## config.mk

```make
export PLATFORM = sky130hd
export DESIGN_NAME = fieldbus_slave_config_status
export DESIGN_NICKNAME = d
export VERILOG_FILES = /design/src/rtl/fieldbus_cfg_pkg.sv /design/src/rtl/flash_prescaler.sv /design/src/rtl/bicolour_led_driver.sv /design/src/rtl/fieldbus_slave_config_status.sv
export SDC_FILE = /design/constraint.sdc
export NUM_CORES = 1
export LEC_CHECK = 0
export BUFFER_PORTS_ARGS = -buffer_cell sky130_fd_sc_hd__buf_4
export CAP_MARGIN = 20
export CORE_ASPECT_RATIO = 2
export CORE_MARGIN = 10
export CORE_UTILIZATION = 52
export DETAILED_ROUTE_END_ITERATION = 8
export HOLD_SLACK_MARGIN = 0.02
export PLACE_DENSITY = 0.78
export SLEW_MARGIN = 10
export SYNTH_ARGS = -nofsm -noshare
export SYNTH_HDL_FRONTEND = slang
export SYNTH_HIERARCHICAL = 1
export SYNTH_SLANG_ARGS = --single-unit
```

## constraint.sdc

```tcl
create_clock -name aclk -period 3.6 [get_ports aclk]
set_input_delay 0.36 -clock aclk [delete_from_list [all_inputs] [get_ports aclk]]
set_output_delay 0.36 -clock aclk [all_outputs]
set_load 0.005 [all_outputs]
```

## src/rtl/fieldbus_cfg_pkg.sv

```systemverilog
// shared constants and types for the fieldbus slave configuration block
package fieldbus_cfg_pkg;

  localparam int unsigned CLK_HZ = 100_000_000;
  localparam int unsigned FLASH_HALF_MS = 500;
  localparam int unsigned TIMEOUT_SHOW_MS = 3000;
  localparam int unsigned FLASH_HALF_CYCLES = FLASH_HALF_MS * (CLK_HZ / 1000);
  localparam int unsigned TIMEOUT_SHOW_CYCLES = TIMEOUT_SHOW_MS * (CLK_HZ / 1000);

  localparam logic [7:0] OFS_CONFIG = 8'h00;
  localparam logic [7:0] OFS_CONDITION = 8'h04;
  localparam logic [7:0] OFS_EVENT = 8'h08;
  localparam logic [7:0] OFS_LED_STATE = 8'h0C;

  localparam int NODE_ID_LSB = 0;
  localparam int NODE_ID_W = 6;
  localparam int RATE_SW_LSB = 6;
  localparam int RATE_W = 2;
  localparam int CFG_RATE_LSB = 8;
  localparam int CFG_GROUP2_BIT = 12;
  localparam int CFG_MASTER_BIT = 13;

  localparam int COND_BASE_LINKED = 0;
  localparam int COND_BASE_COMM_FAIL = 1;
  localparam int COND_HW_FAULT = 2;
  localparam int COND_MASTER_CONN = 3;
  localparam int COND_DUP_ID_FAIL = 4;
  localparam int COND_COMM_RESTART = 5;
  localparam int COND_SOLE_NODE = 6;
  localparam int COND_W = 7;
  localparam logic [COND_W-1:0] COND_RESET = 7'h00;

  localparam int EVT_IO_TIMEOUT = 0;
  localparam int LED_MS_LSB = 0;
  localparam int LED_NS_LSB = 4;
  localparam int LED_TMO_BIT = 8;

  localparam logic [1:0] RATE_125K = 2'h0;
  localparam logic [1:0] RATE_250K = 2'h1;
  localparam logic [1:0] RATE_500K = 2'h2;

  localparam logic [1:0] RESP_OKAY = 2'h0;
  localparam logic [1:0] RESP_SLVERR = 2'h2;

  typedef enum logic [2:0] {
    LED_OFF,
    LED_GREEN_ON,
    LED_GREEN_FLASH,
    LED_RED_FLASH,
    LED_RED_ON
  } led_mode_t;

  function automatic logic [1:0] decode_rate(input logic [1:0] sw);
    case (sw)
      2'h1: decode_rate = RATE_250K;
      2'h2: decode_rate = RATE_500K;
      default: decode_rate = RATE_125K;
    endcase
  endfunction : decode_rate

endpackage : fieldbus_cfg_pkg

```

## src/rtl/flash_prescaler.sv

```systemverilog
// common flash rate divider with equal on and off halves
`timescale 1ns/10ps
module flash_prescaler #(
  parameter int unsigned HALF_CYCLES = fieldbus_cfg_pkg::FLASH_HALF_CYCLES
) (
  input wire logic aclk,
  input wire logic aresetn,
  output logic flash_on
);
  import fieldbus_cfg_pkg::*;

  typedef struct packed {
    logic [31:0] cnt;
    logic phase;
  } presc_state_t;

  presc_state_t st_ff;
  presc_state_t nxt_st;

  always_comb
  begin
    nxt_st = st_ff;
    if (st_ff.cnt >= 32'(HALF_CYCLES - 1))
    begin
      nxt_st.cnt = 32'h0000_0000;
      nxt_st.phase = ~st_ff.phase;
    end
    else
    begin
      nxt_st.cnt = st_ff.cnt + 32'h0000_0001;
    end
  end

  always_ff @(posedge aclk)
  begin
    if (!aresetn)
      st_ff <= '0;
    else
      st_ff <= nxt_st;
  end

  assign flash_on = st_ff.phase;
endmodule : flash_prescaler

```

## src/rtl/bicolour_led_driver.sv

```systemverilog
// drives one green/red indicator pair from a display mode
`timescale 1ns/10ps
module bicolour_led_driver (
  input wire logic aclk,
  input wire logic aresetn,
  input wire fieldbus_cfg_pkg::led_mode_t mode,
  input wire logic flash_on,
  output logic green,
  output logic red
);
  import fieldbus_cfg_pkg::*;

  typedef struct packed {
    logic green;
    logic red;
  } drv_state_t;

  drv_state_t st_ff;
  drv_state_t nxt_st;

  always_comb
  begin
    nxt_st = '0;
    case (mode)
      LED_GREEN_ON: nxt_st.green = 1'b1;
      LED_GREEN_FLASH: nxt_st.green = flash_on;
      LED_RED_FLASH: nxt_st.red = flash_on;
      LED_RED_ON: nxt_st.red = 1'b1;
      default: nxt_st = '0;
    endcase
  end

  always_ff @(posedge aclk)
  begin
    if (!aresetn)
      st_ff <= '0;
    else
      st_ff <= nxt_st;
  end

  assign green = st_ff.green;
  assign red = st_ff.red;
endmodule : bicolour_led_driver

```

## src/rtl/fieldbus_slave_config_status.sv

```systemverilog
// fieldbus slave adapter: switch decoding, status indicators, register slave
//
// Summary of operation
// - the node identifier is the 6-bit value on switch positions 6..1, range 0 to 63.
// - switch positions 8..7 pick the bit rate, 00=125K, 01=250K, 10=500K, 11 falls back to 125K.
// - the adapter acts only as a group 2 restricted slave and never as a master.
// - adapter and base unit together show up on the network as one single slave node.
// - the module indicator is steady green in normal operation.
// - the module indicator flashes green when no base unit connection is seen.
// - the module indicator flashes red when the base unit is linked but communication fails.
// - the module indicator is steady red on an internal hardware fault.
// - the network indicator is steady green when normal and connected to the master.
// - the network indicator flashes green when normal but without master or released.
// - the network indicator flashes red after an I/O timeout, back to green flash a few seconds later.
// - the network indicator is steady red on a failed duplicate id check or a forced restart.
// - the network indicator stays off when the adapter is the only node on the network.
`timescale 1ns/10ps
module fieldbus_slave_config_status #(
  parameter int unsigned FLASH_HALF = fieldbus_cfg_pkg::FLASH_HALF_CYCLES,
  parameter int unsigned TIMEOUT_SHOW = fieldbus_cfg_pkg::TIMEOUT_SHOW_CYCLES
) (
  input wire logic aclk,
  input wire logic aresetn,
  input wire logic [7:0] config_switch_bank,
  output logic [5:0] node_id,
  output logic [1:0] bit_rate_sel,
  output logic group2_slave_only,
  output logic module_status_led_green,
  output logic module_status_led_red,
  output logic network_status_led_green,
  output logic network_status_led_red,
  input wire logic [31:0] s_axi_awaddr,
  input wire logic [2:0] s_axi_awprot,
  input wire logic s_axi_awvalid,
  output logic s_axi_awready,
  input wire logic [31:0] s_axi_wdata,
  input wire logic [3:0] s_axi_wstrb,
  input wire logic s_axi_wvalid,
  output logic s_axi_wready,
  output logic [1:0] s_axi_bresp,
  output logic s_axi_bvalid,
  input wire logic s_axi_bready,
  input wire logic [31:0] s_axi_araddr,
  input wire logic [2:0] s_axi_arprot,
  input wire logic s_axi_arvalid,
  output logic s_axi_arready,
  output logic [31:0] s_axi_rdata,
  output logic [1:0] s_axi_rresp,
  output logic s_axi_rvalid,
  input wire logic s_axi_rready
);
  import fieldbus_cfg_pkg::*;

  typedef struct packed {
    logic sampled;
    logic [NODE_ID_W-1:0] node_id;
    logic [RATE_W-1:0] rate;
    logic [COND_W-1:0] cond;
    logic tmo_active;
    logic [31:0] tmo_cnt;
    logic aw_got;
    logic [7:0] awaddr;
    logic w_got;
    logic [31:0] wdata;
    logic [3:0] wstrb;
    logic bvalid;
    logic [1:0] bresp;
    logic rvalid;
    logic [31:0] rdata;
    logic [1:0] rresp;
  } top_state_t;

  top_state_t st_ff;
  top_state_t nxt_st;
  led_mode_t ms_mode;
  led_mode_t ns_mode;
  logic flash_on;
  logic [31:0] cfg_word;
  logic [31:0] led_word;
  logic [31:0] wr_merged;

  // shared flash timing for both indicators
  flash_prescaler #(
    .HALF_CYCLES(FLASH_HALF)
  ) u_flash (
    .aclk(aclk),
    .aresetn(aresetn),
    .flash_on(flash_on)
  );

  // module indicator priority
  always_comb
  begin
    if (st_ff.cond[COND_HW_FAULT])
      ms_mode = LED_RED_ON;
    else if (!st_ff.cond[COND_BASE_LINKED])
      ms_mode = LED_GREEN_FLASH;
    else if (st_ff.cond[COND_BASE_COMM_FAIL])
      ms_mode = LED_RED_FLASH;
    else
      ms_mode = LED_GREEN_ON;
  end

  // network indicator priority
  always_comb
  begin
    if (st_ff.cond[COND_DUP_ID_FAIL] || st_ff.cond[COND_COMM_RESTART])
      ns_mode = LED_RED_ON;
    else if (st_ff.cond[COND_SOLE_NODE])
      ns_mode = LED_OFF;
    else if (st_ff.tmo_active)
      ns_mode = LED_RED_FLASH;
    else if (st_ff.cond[COND_MASTER_CONN])
      ns_mode = LED_GREEN_ON;
    else
      ns_mode = LED_GREEN_FLASH;
  end

  bicolour_led_driver u_ms_led (
    .aclk(aclk),
    .aresetn(aresetn),
    .mode(ms_mode),
    .flash_on(flash_on),
    .green(module_status_led_green),
    .red(module_status_led_red)
  );

  bicolour_led_driver u_ns_led (
    .aclk(aclk),
    .aresetn(aresetn),
    .mode(ns_mode),
    .flash_on(flash_on),
    .green(network_status_led_green),
    .red(network_status_led_red)
  );

  // readback words
  always_comb
  begin
    cfg_word = 32'h0000_0000;
    cfg_word[NODE_ID_LSB +: NODE_ID_W] = st_ff.node_id;
    cfg_word[CFG_RATE_LSB +: RATE_W] = st_ff.rate;
    cfg_word[CFG_GROUP2_BIT] = 1'b1;
    cfg_word[CFG_MASTER_BIT] = 1'b0;
    led_word = 32'h0000_0000;
    led_word[LED_MS_LSB +: 3] = ms_mode;
    led_word[LED_NS_LSB +: 3] = ns_mode;
    led_word[LED_TMO_BIT] = st_ff.tmo_active;
  end

  // byte-lane merge for the condition register
  always_comb
  begin
    wr_merged = {25'h000_0000, st_ff.cond};
    for (int b = 0; b < 4; b++)
    begin
      if (st_ff.wstrb[b])
        wr_merged[b*8 +: 8] = st_ff.wdata[b*8 +: 8];
    end
  end

  always_comb
  begin
    nxt_st = st_ff;
    // capture the switches in the first cycle after reset only
    if (!st_ff.sampled)
    begin
      nxt_st.sampled = 1'b1;
      nxt_st.node_id = config_switch_bank[NODE_ID_LSB +: NODE_ID_W];
      nxt_st.rate = decode_rate(config_switch_bank[RATE_SW_LSB +: RATE_W]);
    end
    // timeout display window
    if (st_ff.tmo_active)
    begin
      if (st_ff.tmo_cnt >= 32'(TIMEOUT_SHOW - 1))
      begin
        nxt_st.tmo_active = 1'b0;
        nxt_st.tmo_cnt = 32'h0000_0000;
      end
      else
        nxt_st.tmo_cnt = st_ff.tmo_cnt + 32'h0000_0001;
    end
    // write address and data, either order
    if (s_axi_awvalid && s_axi_awready)
    begin
      nxt_st.aw_got = 1'b1;
      nxt_st.awaddr = s_axi_awaddr[7:0];
    end
    if (s_axi_wvalid && s_axi_wready)
    begin
      nxt_st.w_got = 1'b1;
      nxt_st.wdata = s_axi_wdata;
      nxt_st.wstrb = s_axi_wstrb;
    end
    if (st_ff.aw_got && st_ff.w_got)
    begin
      nxt_st.aw_got = 1'b0;
      nxt_st.w_got = 1'b0;
      nxt_st.bvalid = 1'b1;
      nxt_st.bresp = RESP_OKAY;
      case (st_ff.awaddr)
        OFS_CONDITION: nxt_st.cond = wr_merged[COND_W-1:0];
        OFS_EVENT:
        begin
          if (st_ff.wstrb[0] && st_ff.wdata[EVT_IO_TIMEOUT])
          begin
            nxt_st.tmo_active = 1'b1;
            nxt_st.tmo_cnt = 32'h0000_0000;
            // timed-out connection no longer held
            nxt_st.cond[COND_MASTER_CONN] = 1'b0;
          end
        end
        OFS_CONFIG, OFS_LED_STATE: nxt_st.bresp = RESP_OKAY;
        default: nxt_st.bresp = RESP_SLVERR;
      endcase
    end
    if (st_ff.bvalid && s_axi_bready)
      nxt_st.bvalid = 1'b0;
    // read channel
    if (s_axi_arvalid && s_axi_arready)
    begin
      nxt_st.rvalid = 1'b1;
      nxt_st.rresp = RESP_OKAY;
      case (s_axi_araddr[7:0])
        OFS_CONFIG: nxt_st.rdata = cfg_word;
        OFS_CONDITION: nxt_st.rdata = {25'h000_0000, st_ff.cond};
        OFS_EVENT: nxt_st.rdata = 32'h0000_0000;
        OFS_LED_STATE: nxt_st.rdata = led_word;
        default:
        begin
          nxt_st.rdata = 32'h0000_0000;
          nxt_st.rresp = RESP_SLVERR;
        end
      endcase
    end
    else if (st_ff.rvalid && s_axi_rready)
    begin
      nxt_st.rvalid = 1'b0;
    end
  end

  always_ff @(posedge aclk)
  begin
    if (!aresetn)
    begin
      st_ff <= '0;
      st_ff.cond <= COND_RESET;
    end
    else
    begin
      st_ff <= nxt_st;
    end
  end

  assign s_axi_awready = !st_ff.aw_got && !st_ff.bvalid;
  assign s_axi_wready = !st_ff.w_got && !st_ff.bvalid;
  assign s_axi_bvalid = st_ff.bvalid;
  assign s_axi_bresp = st_ff.bresp;
  assign s_axi_arready = !st_ff.rvalid;
  assign s_axi_rvalid = st_ff.rvalid;
  assign s_axi_rdata = st_ff.rdata;
  assign s_axi_rresp = st_ff.rresp;
  // one slave identity on the network, taken from the switches only
  assign node_id = st_ff.node_id;
  assign bit_rate_sel = st_ff.rate;
  assign group2_slave_only = 1'b1;
endmodule : fieldbus_slave_config_status

```

==> metrics.yaml, run 1 <==
grt_pass1_wl_mm: 21.52
fin_nets: 818
via_count: 4602
finalClockSkew_ns: 0.006289
final_core_util_pct: 62.21
async_reset_ff_share_pct: 0
drt_wl_total_mm: 12.85
timing.hold.worst.class: "in2reg"
synth_seq_cells: 118
crit_path_max_incr_delay_ns: 0.58
path_cells: "or4_1, or4_4, a2111oi_4, nor3_4, buf_4, a41oi_1, a31oi_1"
grt_pass1_vias: 4670
cp.arrival_ns: 3.22
cts.path.max_buffers: 2
syn_to_final_growth_pct: 16.52
cp_max_fo: 29
grt_max_degree: 58
core_area_um2: 10610
diodes: 0
track_usage_pct: 16.72
antenna_left: 0
synth_cells: 645
die_y_um: 167.6
wl_per_cell_um: 15.23
htreeDepth: 4
required_ns: 3.85
min_period_ns: 2.968
holdBufCountCts: 0
drive_gt1_share_pct: 17.40
slew_headroom_pct: 26.51
hold_violations: 0
worst_slew_pin_slew_ns: 1.092
via_per_inst: 5.453
dp_hpwl_mm: 9.625
yosys_warnings: 6
drc: 0
numPortBuffers: 67
path_clk_slew_ns: 0.05
clock_sink_count: 118
min_period_over_period_pct: 82.44
tns_ns: 0
critPathLaunchType: "flop"
rows: 53
power_leakage_nw: 2.504
die-area_um2: 15720
cap_violations: 0
cp-end-kind: "flop"
worstSetupPathType: "reg2reg"
peakVddDrop_mv: 0.3661
ys_seq_area_share_pct: 41.71
p_per_area_nw_per_um2: 489.8
status: "finished clean"
antenna_found_initial: 0
rsz0062_at_grt: "no"
ios: 175
drv_slew: 0
yosys.cell_types.count: 64
place.gp.congestion: 0.8442
cts-root-buf: "clkbuf_16"
cts_resized: 0
cp_slowest_cell: "or4_1"
synth_flop_cell: "dfxtp_1"
cts_made_buffers: 17
cts_tree: "done"
drtPass1Iterations: 4
avgSynthCellArea_um2: 8.782
initialDrtViolationCount: 229
postCtsSetupBuffers: 0
max_freq_mhz: 336.9
grt_remaining_overflow: 0
clk_latency_ns: 0.41
synth-edff-count: 0
netlist_area_um2: 5664
die_w_um: 93.80
start_util_pct: 53.38
setup_viol: 0
-- critical path: cells and delay by family, from the launching register on --
family / cells / cell delay, ns
buffers and inverters: 1 / 0.26
DFF: 1 / 0.36
and+or+nand+nor: 3 / 1.38
AOI/OAI and AO/OA: 3 / 0.80
-- cell families (layout without fill, tap and decap cells) --
kind of cell	Yosys count	after routing	share of synthesized area, %
AOI/OAI and AO/OA	111	111	13.96
other	3	31	0.1988
and+or+nand+nor	284	284	26.55
xor gates and xnor gates	24	24	3.711
muxes	25	25	4.418
adders and majority gates	2	2	0.4417
DFF	118	118	41.71
buffers and inverters	78	112	9.012
-- power by group --
| group | internal (mW) | switching [mW] |
|---|---|---|
| logic | 0.0802 | 0.0828 |
| registers | 1.34 | 0.0251 |
| clock network | 1.13 | 0.573 |
-- through the flow --
stage / hold slack [ns] / std cells / power [mW] / cell area (µm²) / setup WS [ns]
after floorplan: 0.3877 / 673 / 1.500 / 5769 / 1.091
after global placement: 0.4430 / 813 / 1.548 / 6001 / 0.7273
after detailed placement: 0.4470 / 813 / 1.553 / 6001 / 0.6507
after CTS: 0.1898 / 844 / 3.256 / 6600 / 0.6295
after global routing: 0.1973 / 844 / 3.345 / 6600 / 0.4327
final: 0.2002 / 844 / 3.233 / 6600 / 0.6321
-- worst paths after layout --
kind,from,to,slack (ns),cells after the start
worst min register to register,st_ff[114],st_ff[114],0.46,1
worst max register to register,st_ff[98],st_ff[110],0.63,7
worst max-delay path,st_ff[98],st_ff[110],0.63,7
worst min-delay path,s_axi_arvalid,s_axi_rvalid,0.20,2
-- cell type report --
| type | instances | area, µm² |
|---|---|---|
| Fill cell | 892 | 4010 |
| Multi-Input combinational cell | 477 | 2897 |
| Sequential cell | 118 | 2362 |
| Timing Repair Buffer | 71 | 533.0 |
| Clock buffer | 22 | 474.2 |
| Tap cell | 137 | 171.4 |
| Clock inverter | 9 | 125.1 |
| Inverter | 10 | 37.54 |
-- metal layers --
layer | vias to the layer above | wire length, µm | GRT usage (%)
li1 | 2291 | - | -
met2 | 118 | 7173 | 31.25
met1 | 2171 | 4654 | 15.57
met3 | 22 | 639 | 5.643
met5 | - | 0 | 0
met4 | 0 | 383 | 7.243
-- synth_stat cells (13+ instances only) --
library cell / n / area (µm²)
buf_4: 45 / 337.8
and3_1: 13 / 81.33
nand4_1: 17 / 106.4
a21oi_1: 25 / 125.1
a31oi_1: 20 / 125.1
clkbuf_1: 13 / 48.80
nor2_1: 43 / 161.4
nor2b_1: 25 / 156.4
mux2i_1: 25 / 250.2
nand3_1: 23 / 115.1
dfxtp_1: 118 / 2362
nand2_1: 84 / 315.3
a21boi_0: 21 / 157.7
-- state kept, by name, indices dropped and copies added (netlist names), 2 cells and up --
name	count
node_id	6
s_axi_rdata	10
u_flash/st_ff	32
bit_rate_sel	2
st_ff	58
-- layout by cell type, fill, tap and decap left out, types with 4 or more instances in the layout --
cell type	Yosys	routed
clkinv_2	0	4
xnor2_1	12	12
a41oi_1	4	4
xor2_1	12	12
a21boi_0	21	21
a21oi_1	25	25
a22oi_1	5	5
nor2_2	12	12
nor2b_1	25	25
and3_1	13	13
a31oi_1	20	20
nor3_1	11	11
nor4_1	10	10
conb_1	3	31
nand4_1	17	17
nand2_1	84	84
nand3_1	23	23
clkbuf_16	0	17
dfxtp_1	118	118
nand2b_1	5	5
o21ai_0	8	8
inv_1	10	10
nor2_1	43	43
and2_1	10	10
mux2i_1	25	25
buf_4	45	71
No activity file was read; power rests on OpenSTA's default activity.
==> run 2, diff against run 1 <==
==> constraint.sdc (replaced) <==
create_clock -name aclk -period 2.8 [get_ports aclk]
set_input_delay 0.28 -clock aclk [delete_from_list [all_inputs] [get_ports aclk]]
set_output_delay 0.28 -clock aclk [all_outputs]
set_load 0.005 [all_outputs]
==> run 2 against run 1 <==
Against the previous run:
- total power rose by 27%
- global-route usage rose by 0.72 points
- via count rose by 3.0%
- sequential share of layout area fell by 0.74 points
==> metrics.yaml, run 2 (synthesis gave the netlist of run 1 again) <==
status: "finished clean"
dp_hpwl_mm: 10.01
pwr-share-seq_pct: 42.7
worstHoldPathCells: 2
layout_common_cells: "118 x dfxtp_1, 85 x buf_4, 84 x nand2_1"
power.share.combinational_pct: 5.1
fillers: 904
drive_gt1_share_pct: 19.48
p_int_mw: 3.200
die_w_um: 93.80
via_per_inst: 5.504
max_freq_mhz: 377.0
cts_tree: "done"
drc: 0
maxUsedRoutingLayer: "met4"
critPathLaunchType: "flop"
worstSetupPathType: "reg2reg"
clock_sink_count: 118
drv_slew: 0
holdBufCountCts: 0
die-area_um2: 15720
required_ns: 3.05
initialDrtViolationCount: 210
crit_start: "st_ff[98]"
largest_register_ffs: 58
place_ws_ns: 0.1207
grt_max_degree: 47
cp_max_fo: 17
power_leakage_nw: 2.573
cap_violations: 0
power_mw: 4.110
setup_viol: 0
cts.path.max_buffers: 2
die_y_um: 167.6
r2r_start: "st_ff[98]"
start_util_pct: 53.38
antenna_left: 0
cts-root-buf: "clkbuf_16"
grt_remaining_overflow: 0
core_area_um2: 10610
via_count: 4739
cp.arrival_ns: 2.90
finalClockSkew_ns: 0.006505
min_period_over_period_pct: 94.72
grt_pass1_wl_mm: 22.58
timing.hold.ws_ns: 0.1132
htreeDepth: 4
regMostFlops: "st_ff"
worst_slew_pin_slew_ns: 0.7848
path_clk_slew_ns: 0.06
p_per_area_nw_per_um2: 609.7
rsz0062_at_grt: "no"
rows: 53
p_clk_share_pct: 52.2
drt_wl_total_mm: 13.29
syn_to_final_growth_pct: 19.00
ios: 175
wl_per_cell_um: 15.44
min_period_ns: 2.652
cts_made_buffers: 17
clk_latency_ns: 0.40
netSwitchingPower_mw: 0.9093
fin_nets: 834
slew_headroom_pct: 47.53
finalWorstSetupSlack_ns: 0.1478
met1_length_mm: 4.609
track_usage_pct: 17.43
numPortBuffers: 67
place.gp.congestion: 0.8583
diodes: 0
min-delay-start: "s_axi_arvalid"
final_common_cell: "dfxtp_1"
cp-end-kind: "flop"
multi_input_area_um2: 2897
reg2reg_depth: 7
peakVddDrop_mv: 0.5502
antenna_found_initial: 0
timing.hold.worst.class: "in2reg"
swShare_pct: 22.12
grt_pass1_vias: 4911
drtPass1Iterations: 5
met2_length_mm: 7.464
hold_violations: 0
tns_ns: 0
seq_area_um2: 2362
wl_met3_um: 654
run 2: repair_timing:
| action | CTS | global route |
|---|---|---|
| setup buffers | 0 | 0 |
| hold endpoints to repair | 0 | 0 |
| resized for setup | 0 | 0 |
| endpoints found under the setup margin | 0 | 1 |
run 2: path summary, 6_finish.rpt:
path	slack (ns)	end
worst max register to register	0.15	st_ff[104]
worst min register to register	0.46	st_ff[113]
worst max-delay path	0.15	st_ff[104]
worst min-delay path	0.11	s_axi_rvalid
run 2: critical path, stage by stage (launching register included):
cell and delay [ns]:
dfxtp_1 0.31, or4_1 0.57, or4_4 0.58, a2111oi_4 0.44
nor3_4 0.13, buf_12 0.18, a41oi_1 0.22, a31oi_1 0.06
run 2: per-stage QoR:
step	cell area, µm²	std cells	util (%)
floorplan	5769	673	-
global placement	6146	829	57.92
detailed placement	6146	829	57.92
CTS	6740	861	63.53
global route	6740	861	63.53
finish	6740	861	63.53
run 2: power by group through the flow:
stage	sequential, mW	clock [mW]	combinational [mW]
floorplan	1.77	0	0.155
global placement	1.78	0	0.205
detailed placement	1.79	0	0.210
CTS	1.75	2.16	0.212
global route	1.76	2.25	0.238
finish	1.75	2.15	0.211
run 2: cell type report:
class,count,share of cell area (%)
Timing Repair Buffer,87,10.06
Clock buffer,21,6.980
Inverter,10,0.5569
Multi-Input combinational cell,477,42.97
Sequential cell,118,35.05
Clock inverter,11,1.838
Tap cell,137,2.543
run 2: per-layer routing:
layer	GRT usage, %	up-vias
met5	0	-
met1	16.00	2231
met4	9.701	0
met2	32.76	135
li1	-	2336
met3	4.568	37
==> run 3, diff against run 2 <==
--- a/config.mk
+++ b/config.mk
@@ -13,6 +13,7 @@
 export DETAILED_ROUTE_END_ITERATION = 8
 export HOLD_SLACK_MARGIN = 0.02
 export PLACE_DENSITY = 0.78
+export REMOVE_ABC_BUFFERS = 1
 export SLEW_MARGIN = 10
 export SYNTH_ARGS = -nofsm -noshare
 export SYNTH_HDL_FRONTEND = slang
==> run 3 against run 2 <==
Against the previous run:
- first-iteration DRC count is 42% higher
- register-to-register slack worse by 0.03 ns
- count of clock-buffer cells in the layout is 1 higher
- hold slack worse by 0.0016 ns
- largest cell class unchanged
- via count is 1.5% lower
- global-route usage is 0.25 points lower
- combinational power hardly changed
- die area stayed put
- clock skew is 0.0030 ns higher
- non-clock buffer count is 5 lower
- wire length is 0.71% lower
==> metrics.yaml, run 3 (synthesis gave the netlist of run 1 again) <==
status: "finished clean"
syn_to_final_growth_pct: 18.53
start_util_pct: 53.38
setup_viol: 0
core_area_um2: 10610
p_per_area_nw_per_um2: 635.9
worstSetupPathType: "reg2reg"
timing.hold.worst.class: "in2reg"
cts.path.max_buffers: 2
wl_per_cell_um: 15.45
grt_pass1_wl_mm: 22.29
holdBufCountCts: 0
slew_headroom_pct: 44.30
via_count: 4670
drive_gt1_share_pct: 18.69
dp_hpwl_mm: 9.567
hold_violations: 0
r2r_start: "st_ff[96]"
min-delay-start: "s_axi_arvalid"
worstHoldPathCells: 2
drc: 0
cp.arrival_ns: 2.97
r2r_slack_ns: 0.12
initialDrtViolationCount: 298
drv_slew: 0
finalClockSkew_ns: 0.009468
cts_resized: 0
power_leakage_nw: 2.578
path_clk_slew_ns: 0.05
via_per_inst: 5.468
worst_slew_pin_slew_ns: 0.8324
reg2reg_depth: 6
hold_end: "s_axi_rvalid"
max_freq_mhz: 373.2
tns_ns: 0
min_period_ns: 2.679
grt_max_degree: 47
diodes: 0
place_area_um2: 6083
clock_sink_count: 118
min_period_over_period_pct: 95.69
power_mw: 4.269
htreeDepth: 4
place.gp.congestion: 0.8062
postCtsSetupBuffers: 0
antenna_found_initial: 0
die_y_um: 167.6
design_area_um2: 6714
largest_register_ffs: 58
regMostFlops: "st_ff"
timing.hold.ws_ns: 0.1116
fillers: 899
antenna_left: 0
place_ws_ns: 0.1456
cts_made_buffers: 17
required_ns: 3.09
ios: 175
cap_violations: 0
critPathLaunchType: "flop"
rsz0062_at_grt: "no"
r2r_end: "st_ff[84]"
layout_common_cells: "118 x dfxtp_1, 84 x nand2_1, 82 x buf_4"
final_common_cell: "dfxtp_1"
rows: 53
peakVddDrop_mv: 0.5340
grt_pass1_vias: 4899
finalWorstSetupSlack_ns: 0.1206
cts-root-buf: "clkbuf_16"
die_w_um: 93.80
cts_tree: "done"
fin_nets: 829
grt_remaining_overflow: 0
numPortBuffers: 67
die-area_um2: 15720
track_usage_pct: 17.19
cp-end-kind: "flop"
cp_max_fo: 8
clk_latency_ns: 0.41
drt_wl_total_mm: 13.20
drtPass1Iterations: 5
-- run 3: cell types whose count changed in the layout (fill, tap and decap cells not counted), sizes merged --
cell      previous run  this run
buf                 87        82
bufinv               2         4
clkbuf              21        22
clkinv               2         3
clkinvlp             6         1
inv                 11        10
-- run 3: report_power, final --
group | internal, mW | leakage [nW] | switching [mW]
Clock | 1.57 | 0.308 | 0.736
Sequential | 1.72 | 0.959 | 0.0301
Combinational | 0.103 | 1.31 | 0.109
Total | 3.39 | 2.58 | 0.875
-- run 3: metal layers --
metal / up-vias / share of wire [%] / global-route usage, %
li1: 2316 / - / -
met1: 2181 / 36 / 16.27
met2: 143 / 56 / 31.73
met3: 30 / 4.8 / 5.195
met4: 0 / 3.0 / 8.571
met5: - / 0 / 0
-- run 3: how the worst max path moves through the flow --
stage              start         to  slack (ns)  cells past startpoint
3_3_place_gp   st_ff[96]  st_ff[91]        0.16                      6
5_1_grt        st_ff[96]  st_ff[84]        0.04                      6
2_1_floorplan  st_ff[98]  st_ff[88]        0.18                      6
6_report       st_ff[96]  st_ff[84]        0.12                      6
4_1_cts        st_ff[96]  st_ff[84]        0.09                      6
3_5_place_dp   st_ff[96]  st_ff[91]        0.15                      6
-- run 3: cell type report --
class                      instances  area (µm²)  area share [%]
multi-input combinational        477        2897           43.14
sequential                       118        2362           35.18
timing repair buffer              82       615.6           9.169
clock buffer                      22       484.2           7.212
tap                              137       171.4           2.553
clock inverter                     8       146.4           2.180
inverter                          10       37.54          0.5591
-- run 3: metrics by stage --
stage | cells | util [%]
final | 854 | 63.28
after global routing | 854 | 63.28
after CTS | 854 | 63.28
after detailed placement | 824 | 57.33
after global placement | 824 | 57.33
after floorplan | 605 | -
-- run 3: critical path, stage by stage, from the launching register on --
cell and delay (ns):
dfxtp_1 0.34, or4_1 0.54, or4_4 0.57, a2111oi_4 0.45
or2_1 0.38, mux2i_1 0.13, nor2b_1 0.15
